==> src/design/rbtd_pkg.sv <==
// Overview of operation
// - Split one 128-bit block into two words
// - Lowest-address byte is most significant
// - Color word goes to RGB path unchanged
// - Base value is alpha word top byte
// - Multiplier is next four bits, 0 to 15
// - Next four bits select modifier table
// - Low 48 bits: sixteen 3-bit pixel selectors
// - Highest bit of each selector is MSB
// - Sixteen modifier rows held as fixed ROM
// - Selector n picks entry n from left
// - Alpha is base plus modifier times multiplier, saturated
// - Zero multiplier gives base value everywhere
// - sRGB variant: same alpha, color flagged sRGB
// - Alpha datapath may share single-channel hardware; here it is 8-bit only, nothing shared
package rbtd_pkg;

    // ------------------------------------------------------------
    // Block geometry
    // ------------------------------------------------------------
    localparam int BLK_BYTES  = 16;   // Bytes in one compressed block
    localparam int WORD_BYTES = 8;    // Bytes in one 64-bit word
    localparam int TEXELS     = 16;   // Texels in a 4x4 tile
    localparam int SEL_W      = 3;    // Width of one pixel selector

    // ------------------------------------------------------------
    // Alpha word field positions
    // ------------------------------------------------------------
    localparam int BASE_HI = 63;      // Base value top bit
    localparam int BASE_LO = 56;      // Base value low bit
    localparam int MULT_HI = 55;      // Multiplier top bit
    localparam int MULT_LO = 52;      // Multiplier low bit
    localparam int TSEL_HI = 51;      // Table selector top bit
    localparam int TSEL_LO = 48;      // Table selector low bit
    localparam int PIX_HI  = 47;      // Selector of pixel a, top bit

    // ------------------------------------------------------------
    // Saturation bounds and the low clip value
    // ------------------------------------------------------------
    localparam logic signed [10:0] ALPHA_MAX = 11'sd255;
    localparam logic signed [10:0] ALPHA_MIN = 11'sd0;
    localparam logic [7:0]         ZERO8     = 8'h00;

    // ------------------------------------------------------------
    // Signed modifier ROM: row = table selector, column = pixel value
    // ------------------------------------------------------------
    localparam logic signed [4:0] MOD_ROM [16][8] = '{
        '{-5'sd3, -5'sd6, -5'sd9,  -5'sd15, 5'sd2, 5'sd5, 5'sd8, 5'sd14},
        '{-5'sd3, -5'sd7, -5'sd10, -5'sd13, 5'sd2, 5'sd6, 5'sd9, 5'sd12},
        '{-5'sd2, -5'sd5, -5'sd8,  -5'sd13, 5'sd1, 5'sd4, 5'sd7, 5'sd12},
        '{-5'sd2, -5'sd4, -5'sd6,  -5'sd13, 5'sd1, 5'sd3, 5'sd5, 5'sd12},
        '{-5'sd3, -5'sd6, -5'sd8,  -5'sd12, 5'sd2, 5'sd5, 5'sd7, 5'sd11},
        '{-5'sd3, -5'sd7, -5'sd9,  -5'sd11, 5'sd2, 5'sd6, 5'sd8, 5'sd10},
        '{-5'sd4, -5'sd7, -5'sd8,  -5'sd11, 5'sd3, 5'sd6, 5'sd7, 5'sd10},
        '{-5'sd3, -5'sd5, -5'sd8,  -5'sd11, 5'sd2, 5'sd4, 5'sd7, 5'sd10},
        '{-5'sd2, -5'sd6, -5'sd8,  -5'sd10, 5'sd1, 5'sd5, 5'sd7, 5'sd9},
        '{-5'sd2, -5'sd5, -5'sd8,  -5'sd10, 5'sd1, 5'sd4, 5'sd7, 5'sd9},
        '{-5'sd2, -5'sd4, -5'sd8,  -5'sd10, 5'sd1, 5'sd3, 5'sd7, 5'sd9},
        '{-5'sd2, -5'sd5, -5'sd7,  -5'sd10, 5'sd1, 5'sd4, 5'sd6, 5'sd9},
        '{-5'sd3, -5'sd4, -5'sd7,  -5'sd10, 5'sd2, 5'sd3, 5'sd6, 5'sd9},
        '{-5'sd1, -5'sd2, -5'sd3,  -5'sd10, 5'sd0, 5'sd1, 5'sd2, 5'sd9},
        '{-5'sd4, -5'sd6, -5'sd8,  -5'sd9,  5'sd3, 5'sd5, 5'sd7, 5'sd8},
        '{-5'sd3, -5'sd5, -5'sd7,  -5'sd9,  5'sd2, 5'sd4, 5'sd6, 5'sd8}
    };

    // ------------------------------------------------------------
    // Carriers
    // ------------------------------------------------------------
    // One block request: byte 0 (lowest address) sits leftmost
    typedef struct packed {
        logic [0:15][7:0]  blk;      // Compressed block bytes
        logic [15:0][23:0] rgb;      // RGB path results, texel 0 at [0]
        logic              srgb;     // Block is the sRGB-with-alpha format
    } rbtd_req_t;

    // One decoded texel
    typedef struct packed {
        logic [7:0] r;
        logic [7:0] g;
        logic [7:0] b;
        logic [7:0] a;
    } rbtd_texel_t;

endpackage

==> src/design/rbtd_decoder.sv <==
`timescale 1ns/100ps
`default_nettype none
module rbtd_decoder
    import rbtd_pkg::*;
(
    // Clock and reset
    input  wire logic                   clk,
    input  wire logic                   nrst,
    // Block input handshake
    input  wire logic                   in_valid,
    output logic                        in_ready,
    input  wire rbtd_req_t              in_req,
    // Color word hand-off to the RGB path
    output logic [63:0]                 color_word,
    // Texel output handshake
    output logic                        out_valid,
    input  wire logic                   out_ready,
    output rbtd_texel_t [TEXELS-1:0]    texels,
    output logic                        out_srgb
);

    // ------------------------------------------------------------
    // Handshake and word split
    // ------------------------------------------------------------
    logic                     out_valid_r;    // Output slot occupied
    logic                     out_valid_nxt;
    logic                     accept;         // Block taken this cycle
    logic [63:0]              alpha_word;     // First eight bytes
    logic [63:0]              color_word_w;   // Following eight bytes
    logic [63:0]              color_word_r;
    rbtd_texel_t [TEXELS-1:0] texels_r;
    rbtd_texel_t [TEXELS-1:0] texels_nxt;
    logic                     srgb_r;

    // Slot frees when the consumer takes the held texels
    // Ready stays combinational so a draining slot refills at once
    assign in_ready = !out_valid_r || out_ready;
    assign accept   = in_valid && in_ready;

    // Packed byte order places the lowest address in the top byte
    assign alpha_word   = in_req.blk[0:WORD_BYTES-1];
    assign color_word_w = in_req.blk[WORD_BYTES:BLK_BYTES-1];

    // ------------------------------------------------------------
    // Alpha header fields
    // ------------------------------------------------------------
    logic [7:0] base_val;     // Unsigned base value
    logic [3:0] mult_val;     // Multiplier 0..15
    logic [3:0] tab_sel;      // Modifier row for the whole block

    assign base_val = alpha_word[BASE_HI:BASE_LO];
    assign mult_val = alpha_word[MULT_HI:MULT_LO];
    assign tab_sel  = alpha_word[TSEL_HI:TSEL_LO];

    // ------------------------------------------------------------
    // Per-pixel alpha, pixel a at texel 0
    // ------------------------------------------------------------
    // Eight-bit datapath only: a zero multiplier means zero here, which
    // differs from the 11-bit single-channel meaning; no sharing built
    logic [TEXELS-1:0][2:0]        pix_sel;
    logic [TEXELS-1:0][7:0]        alpha_sat;

    genvar gi;
    generate
        for (gi = 0; gi < TEXELS; gi = gi + 1) begin : g_pix
            logic signed [4:0]  mod_v;     // Chosen modifier
            logic signed [10:0] prod_v;    // Modifier times multiplier
            logic signed [10:0] sum_v;     // Base plus product

            // Pixel a takes the highest three bits, MSB highest
            assign pix_sel[gi] =
                alpha_word[PIX_HI - SEL_W*gi -: SEL_W];
            // Selector n reads entry n from the left of the row
            assign mod_v  = MOD_ROM[tab_sel][pix_sel[gi]];
            // Zero multiplier yields zero product, base passes through
            assign prod_v = 11'(mod_v) *
                            $signed({7'h00, mult_val});
            // Base widened by zero bits, so the sum stays signed
            assign sum_v  = $signed({3'h0, base_val}) + prod_v;
            // Saturate to 0..255
            assign alpha_sat[gi] = (sum_v > ALPHA_MAX) ? 8'hff :
                                   (sum_v < ALPHA_MIN) ? ZERO8 :
                                   sum_v[7:0];
            // RGB passes through untouched beside the alpha
            assign texels_nxt[gi] = '{r: in_req.rgb[gi][23:16],
                                      g: in_req.rgb[gi][15:8],
                                      b: in_req.rgb[gi][7:0],
                                      a: alpha_sat[gi]};
        end
    endgenerate

    // ------------------------------------------------------------
    // Output stage
    // ------------------------------------------------------------
    // Slot fills on accept, drains on consumer take
    assign out_valid_nxt = accept ? 1'b1 :
                           (out_ready ? 1'b0 : out_valid_r);

    // Valid flag
    always_ff @(posedge clk) begin
        if (!nrst) begin
            out_valid_r <= 1'b0;
        end else begin
            out_valid_r <= out_valid_nxt;
        end
    end

    // Result registers load only on accept, then hold
    always_ff @(posedge clk) begin
        if (!nrst) begin
            texels_r     <= '0;
            color_word_r <= '0;
            srgb_r       <= 1'b0;
        end else if (accept) begin
            texels_r     <= texels_nxt;
            color_word_r <= color_word_w;
            srgb_r       <= in_req.srgb;
        end
    end

    // Every output but ready comes straight from a register
    assign out_valid  = out_valid_r;
    assign texels     = texels_r;
    assign color_word = color_word_r;
    assign out_srgb   = srgb_r;

    // ------------------------------------------------------------
    // Reference alpha, from bit positions written out by hand
    // ------------------------------------------------------------
    // Pixel a reads bits 47..45, pixel p reads bits 2..0
    logic signed [10:0] ref_a0;    // Unclipped alpha of pixel a
    logic signed [10:0] ref_p;     // Unclipped alpha of pixel p

    // Base byte plus row entry times multiplier, for pixel a
    assign ref_a0 = $signed({3'h0, in_req.blk[0]}) +
        11'(MOD_ROM[in_req.blk[1][3:0]][in_req.blk[2][7:5]]) *
        $signed({7'h00, in_req.blk[1][7:4]});
    // Same sum for pixel p, whose selector ends the last alpha byte
    assign ref_p  = $signed({3'h0, in_req.blk[0]}) +
        11'(MOD_ROM[in_req.blk[1][3:0]][in_req.blk[7][2:0]]) *
        $signed({7'h00, in_req.blk[1][7:4]});
endmodule
`default_nettype wire

==> config.mk <==
export PLATFORM = sky130hd
export DESIGN_NAME = rbtd_decoder
export DESIGN_NICKNAME = d
export VERILOG_FILES = /design/src/design/rbtd_pkg.sv /design/src/design/rbtd_decoder.sv
export SDC_FILE = /design/constraint.sdc
export NUM_CORES = 2
export LEC_CHECK = 0
export ABC_AREA = 1
export BUFFER_PORTS_ARGS = -buffer_cell sky130_fd_sc_hd__buf_2
export CAP_MARGIN = 15
export CORE_AREA = 2 2 424 426
export CTS_CLUSTER_DIAMETER = 60
export DETAILED_ROUTE_END_ITERATION = 10
export DIE_AREA = 0 0 426 428
export MAX_ROUTING_LAYER = met4
export PLACE_DENSITY = 0.4
export SLEW_MARGIN = 5
export SYNTH_ARGS = -nofsm -noshare
export SYNTH_HDL_FRONTEND = slang
export SYNTH_SLANG_ARGS = --single-unit
export TNS_END_PERCENT = 1
==> constraint.sdc <==
create_clock -name clk -period 8.7 [get_ports clk]
set_input_delay 0.435 -clock clk [delete_from_list [all_inputs] [get_ports clk]]
set_output_delay 0.435 -clock clk [all_outputs]
set_load 0.05 [all_outputs]
==> run summary <==
GRT Residual Overflow = 0
Full die area = 182,000 µm²
First-pass GRT wire length = 332,000 µm
Sequential area share after synthesis = 27.3%
Post-Synth Simple-Gate Area = 22.6%
Finish-stage setup viols = 0
CP max-delay cell = o21ai_2
Worst clock skew = 0.0416 ns
Synth top area share = 27.3%
Maximum VDD drop = 147 µV
Number of synthesized flops with an enable pin = 0
Largest net degree at the start of global routing = 179
Met2 Routed Length = 104,000 µm
Synth warnings = 0
Layout net count = 8,345
Dpl cell area = 50,100 µm²
Final instance area = 56,600 µm²
Root buf cell = clkbuf_16
FMAX = 180 MHz
MaxCap Viol Count = 1
Largest stage delay on the critical path = 1.01 ns
Status = finished with violations
Syn_nets = 7,060
Iteration-0 DRC Markers = 3,561
TritonCTS clock tree = done
DR vias = 44,200
Initial Util = 23.9%
Mean routed wirelength per cell = 25.2 µm
RSZ-0062 raised after global routing = false
Final Max Tran Viols = 1
Failing checks = max-capacitance violations, max-slew violations
Hold Crit Class = in -> reg
DRT Pass-1 Iters = 6
Initial antenna violation count = 101
P_leak = 28.9 nW
Die H = 428 µm
Max layer used = met4
Unique masters post-synth = 38
Post-synthesis mux area share = 0%
Main synth FF type = dfxtp_1
Die Wd = 426 µm
Synth async-reset ratio = 0%
Slew HR = -0.0898%
CP arrival = 6.21 ns
Metal3 WL = 23,100 µm
Proportion of layout cells with a drive suffix above 1 = 18.8%
Setup CP Type = in -> reg
Synth top area cells = dfxtp_1 27%, fa_1 14%, nor2_1 11%, ha_1 10%, o21ai_0 8.0%
Largest family of logic cells by synthesized area = adder cells
Post-DP HPWL = 195,000 µm
GRT Total Usage = 26.5%
Vias/cell = 4.58
Crit path time final = 5.55 ns
Skew-Pair Late Insertion Delay = 0.74 ns
Post-CTS sizing = 0
Seq cells post-synth = 578
CTS Sinks = 578
CP Capture Type = register
Floorplan row count = 155
Mapped Cells = 5,895
CP Cell Sequence = buf_2 -> nor2_4 -> inv_1 -> o21ai_2 -> o21ai_0 -> nand2_1 -> nand2_1 -> nor2_1 -> fa_1 -> ha_1 -> fa_1 -> inv_1 -> fa_1 -> o21ai_0 -> nand3_1 -> nand2_1 -> nand2_1 -> a21oi_1 -> nand2_1 -> a21oi_1
Clock tree buffer depth = 3
CP max FO = 16
Routed Antenna Nets = 0
Hold violation total from the final report = 0
Setup TNS = 0 ns
Pwr Density = 247 nW/µm²
CP dominant cell by count = nand2_1
DRC viols = 0
TritonCTS buffer count = 90
Worst slew pin tran = 1.49 ns
Synth Area in Adders = 24.5%
Clk pin slew, worst setup/hold paths = 0.06 ns
Area Growth Syn to Fin = 33.5%
Number of I/O pins = 1,096
Tcrit/Tclk final = 63.7%
CP Data Required Time = 9.36 ns
IO buf count = 1,095
Post-synthesis xor/xnor area fraction = 1.34%
Startpoint types = input pin
Syn Std Cell Area = 42,400 µm²
Final GP Congestion = 1.00
Drt total wl = 243,000 µm
Core ar. = 178,000 µm²
Vias in the first global route = 42,200
Synth Area in Compound Gates = 14.2%
Cell taking the most area after synthesis = dfxtp_1
Syn Area/Cell = 7.19 µm²
# H-tree levels = 3
Met1 wire length = 106,000 µm
-- placed cells by master (no fill, tap or decap), drive strengths merged, types with 10 or more instances in the layout --
master	Yosys	layout
inv	838	847
xor2	37	37
clkbuf	238	119
fa	304	304
dfxtp	578	578
ha	344	344
a21oi	310	310
diode	0	40
o21a	10	10
nand2	835	835
buf	43	1136
xnor2	28	28
clkinv	1	21
nand3	218	218
nand3b	69	69
a21o	17	17
or2	22	22
nor2	1203	1203
dlygate4sd3	0	338
o21ai	717	717
o211ai	74	74
-- state kept, by name, summed over array words and instances (netlist names) --
name and flops:
color_word 64, texels 512, out_valid 1, out_srgb 1
-- synthesized netlist by cell type, types with 13 or more instances --
master and number:
a21o_1 17, a21oi_1 310, buf_1 19, buf_2 13, clkbuf_1 237, dfxtp_1 578, fa_1 304, ha_1 344
inv_1 831, nand2_1 832, nand3_1 210, nand3b_1 69, nor2_1 1194, o211ai_1 62, o21ai_0 678, o21ai_1 29
or2_2 22, xnor2_1 28, xor2_1 37
-- critical path: cells and delay by family --
family | cells | cell delay, ns
simple gates | 8 | 1.11
compound gates | 5 | 2.11
buf+inv | 3 | 0.71
fa+ha+maj | 4 | 1.80
-- cells by family (layout without fill, tap and decap cells) --
kind of cell / after synthesis / count (layout)
compound gates: 1130 / 1130
xor+xnor: 65 / 65
fa+ha+maj: 648 / 648
buf+inv: 1120 / 2476
flops: 578 / 578
other cells: 0 / 40
simple gates: 2354 / 2354
-- routing by layer --
metal | GRT usage [%] | vias to the layer above
li1 | - | 21200
met1 | 33.9 | 21100
met2 | 38.7 | 1487
met3 | 8.63 | 302
met4 | 9.97 | 0
met5 | - | -
-- path summary, 6_finish.rpt --
| kind | start | endpoint | slack, ns | depth (start not counted) |
|---|---|---|---|---|
| worst max-delay path | in_req[500] | texels[71] | 3.15 | 20 |
| worst min-delay path | in_req[247] | texels[334] | 0.06 | 3 |
| worst max register to register | out_valid | texels[75] | 5.28 | 6 |
| worst min register to register | texels[455] | texels[455] | 0.46 | 2 |
-- metrics by stage --
stage | power [mW] | cells | util (%) | worst slack [ns] | hold slack [ns]
global route | 15.1 | 9634 | 31.9 | 2.80 | 0.0519
detailed placement | 10.1 | 9104 | 28.2 | 2.42 | 0.454
CTS | 14.2 | 9605 | 31.8 | 3.23 | 0.00322
floorplan | 8.03 | 5895 | - | 3.97 | 0.602
global placement | 10.2 | 9104 | 28.2 | 2.45 | 0.452
finish | 14.0 | 9646 | 31.9 | 3.15 | 0.0610
-- power by group --
part	leakage [nW]	internal, mW	switching [mW]
sequential	4.80	2.96	0.237
clock	1.46	2.21	1.57
combinational	22.6	2.22	4.78
-- what timing repair did --
item	in CTS	in global routing
hold buffers	338	0
endpoints found under the hold margin	338	0
buffers inserted	0	0
-- area by class of cell --
type	count	area (µm²)
antenna	40	100
clock inverter	44	543
multi-input combinational	4197	26600
tap	2355	2950
timing repair buffer	1474	9250
sequential	578	11600
clock buffer	119	2490
inverter	839	3160
fill	19500	121000
No activity file was read; power rests on OpenSTA's default activity.
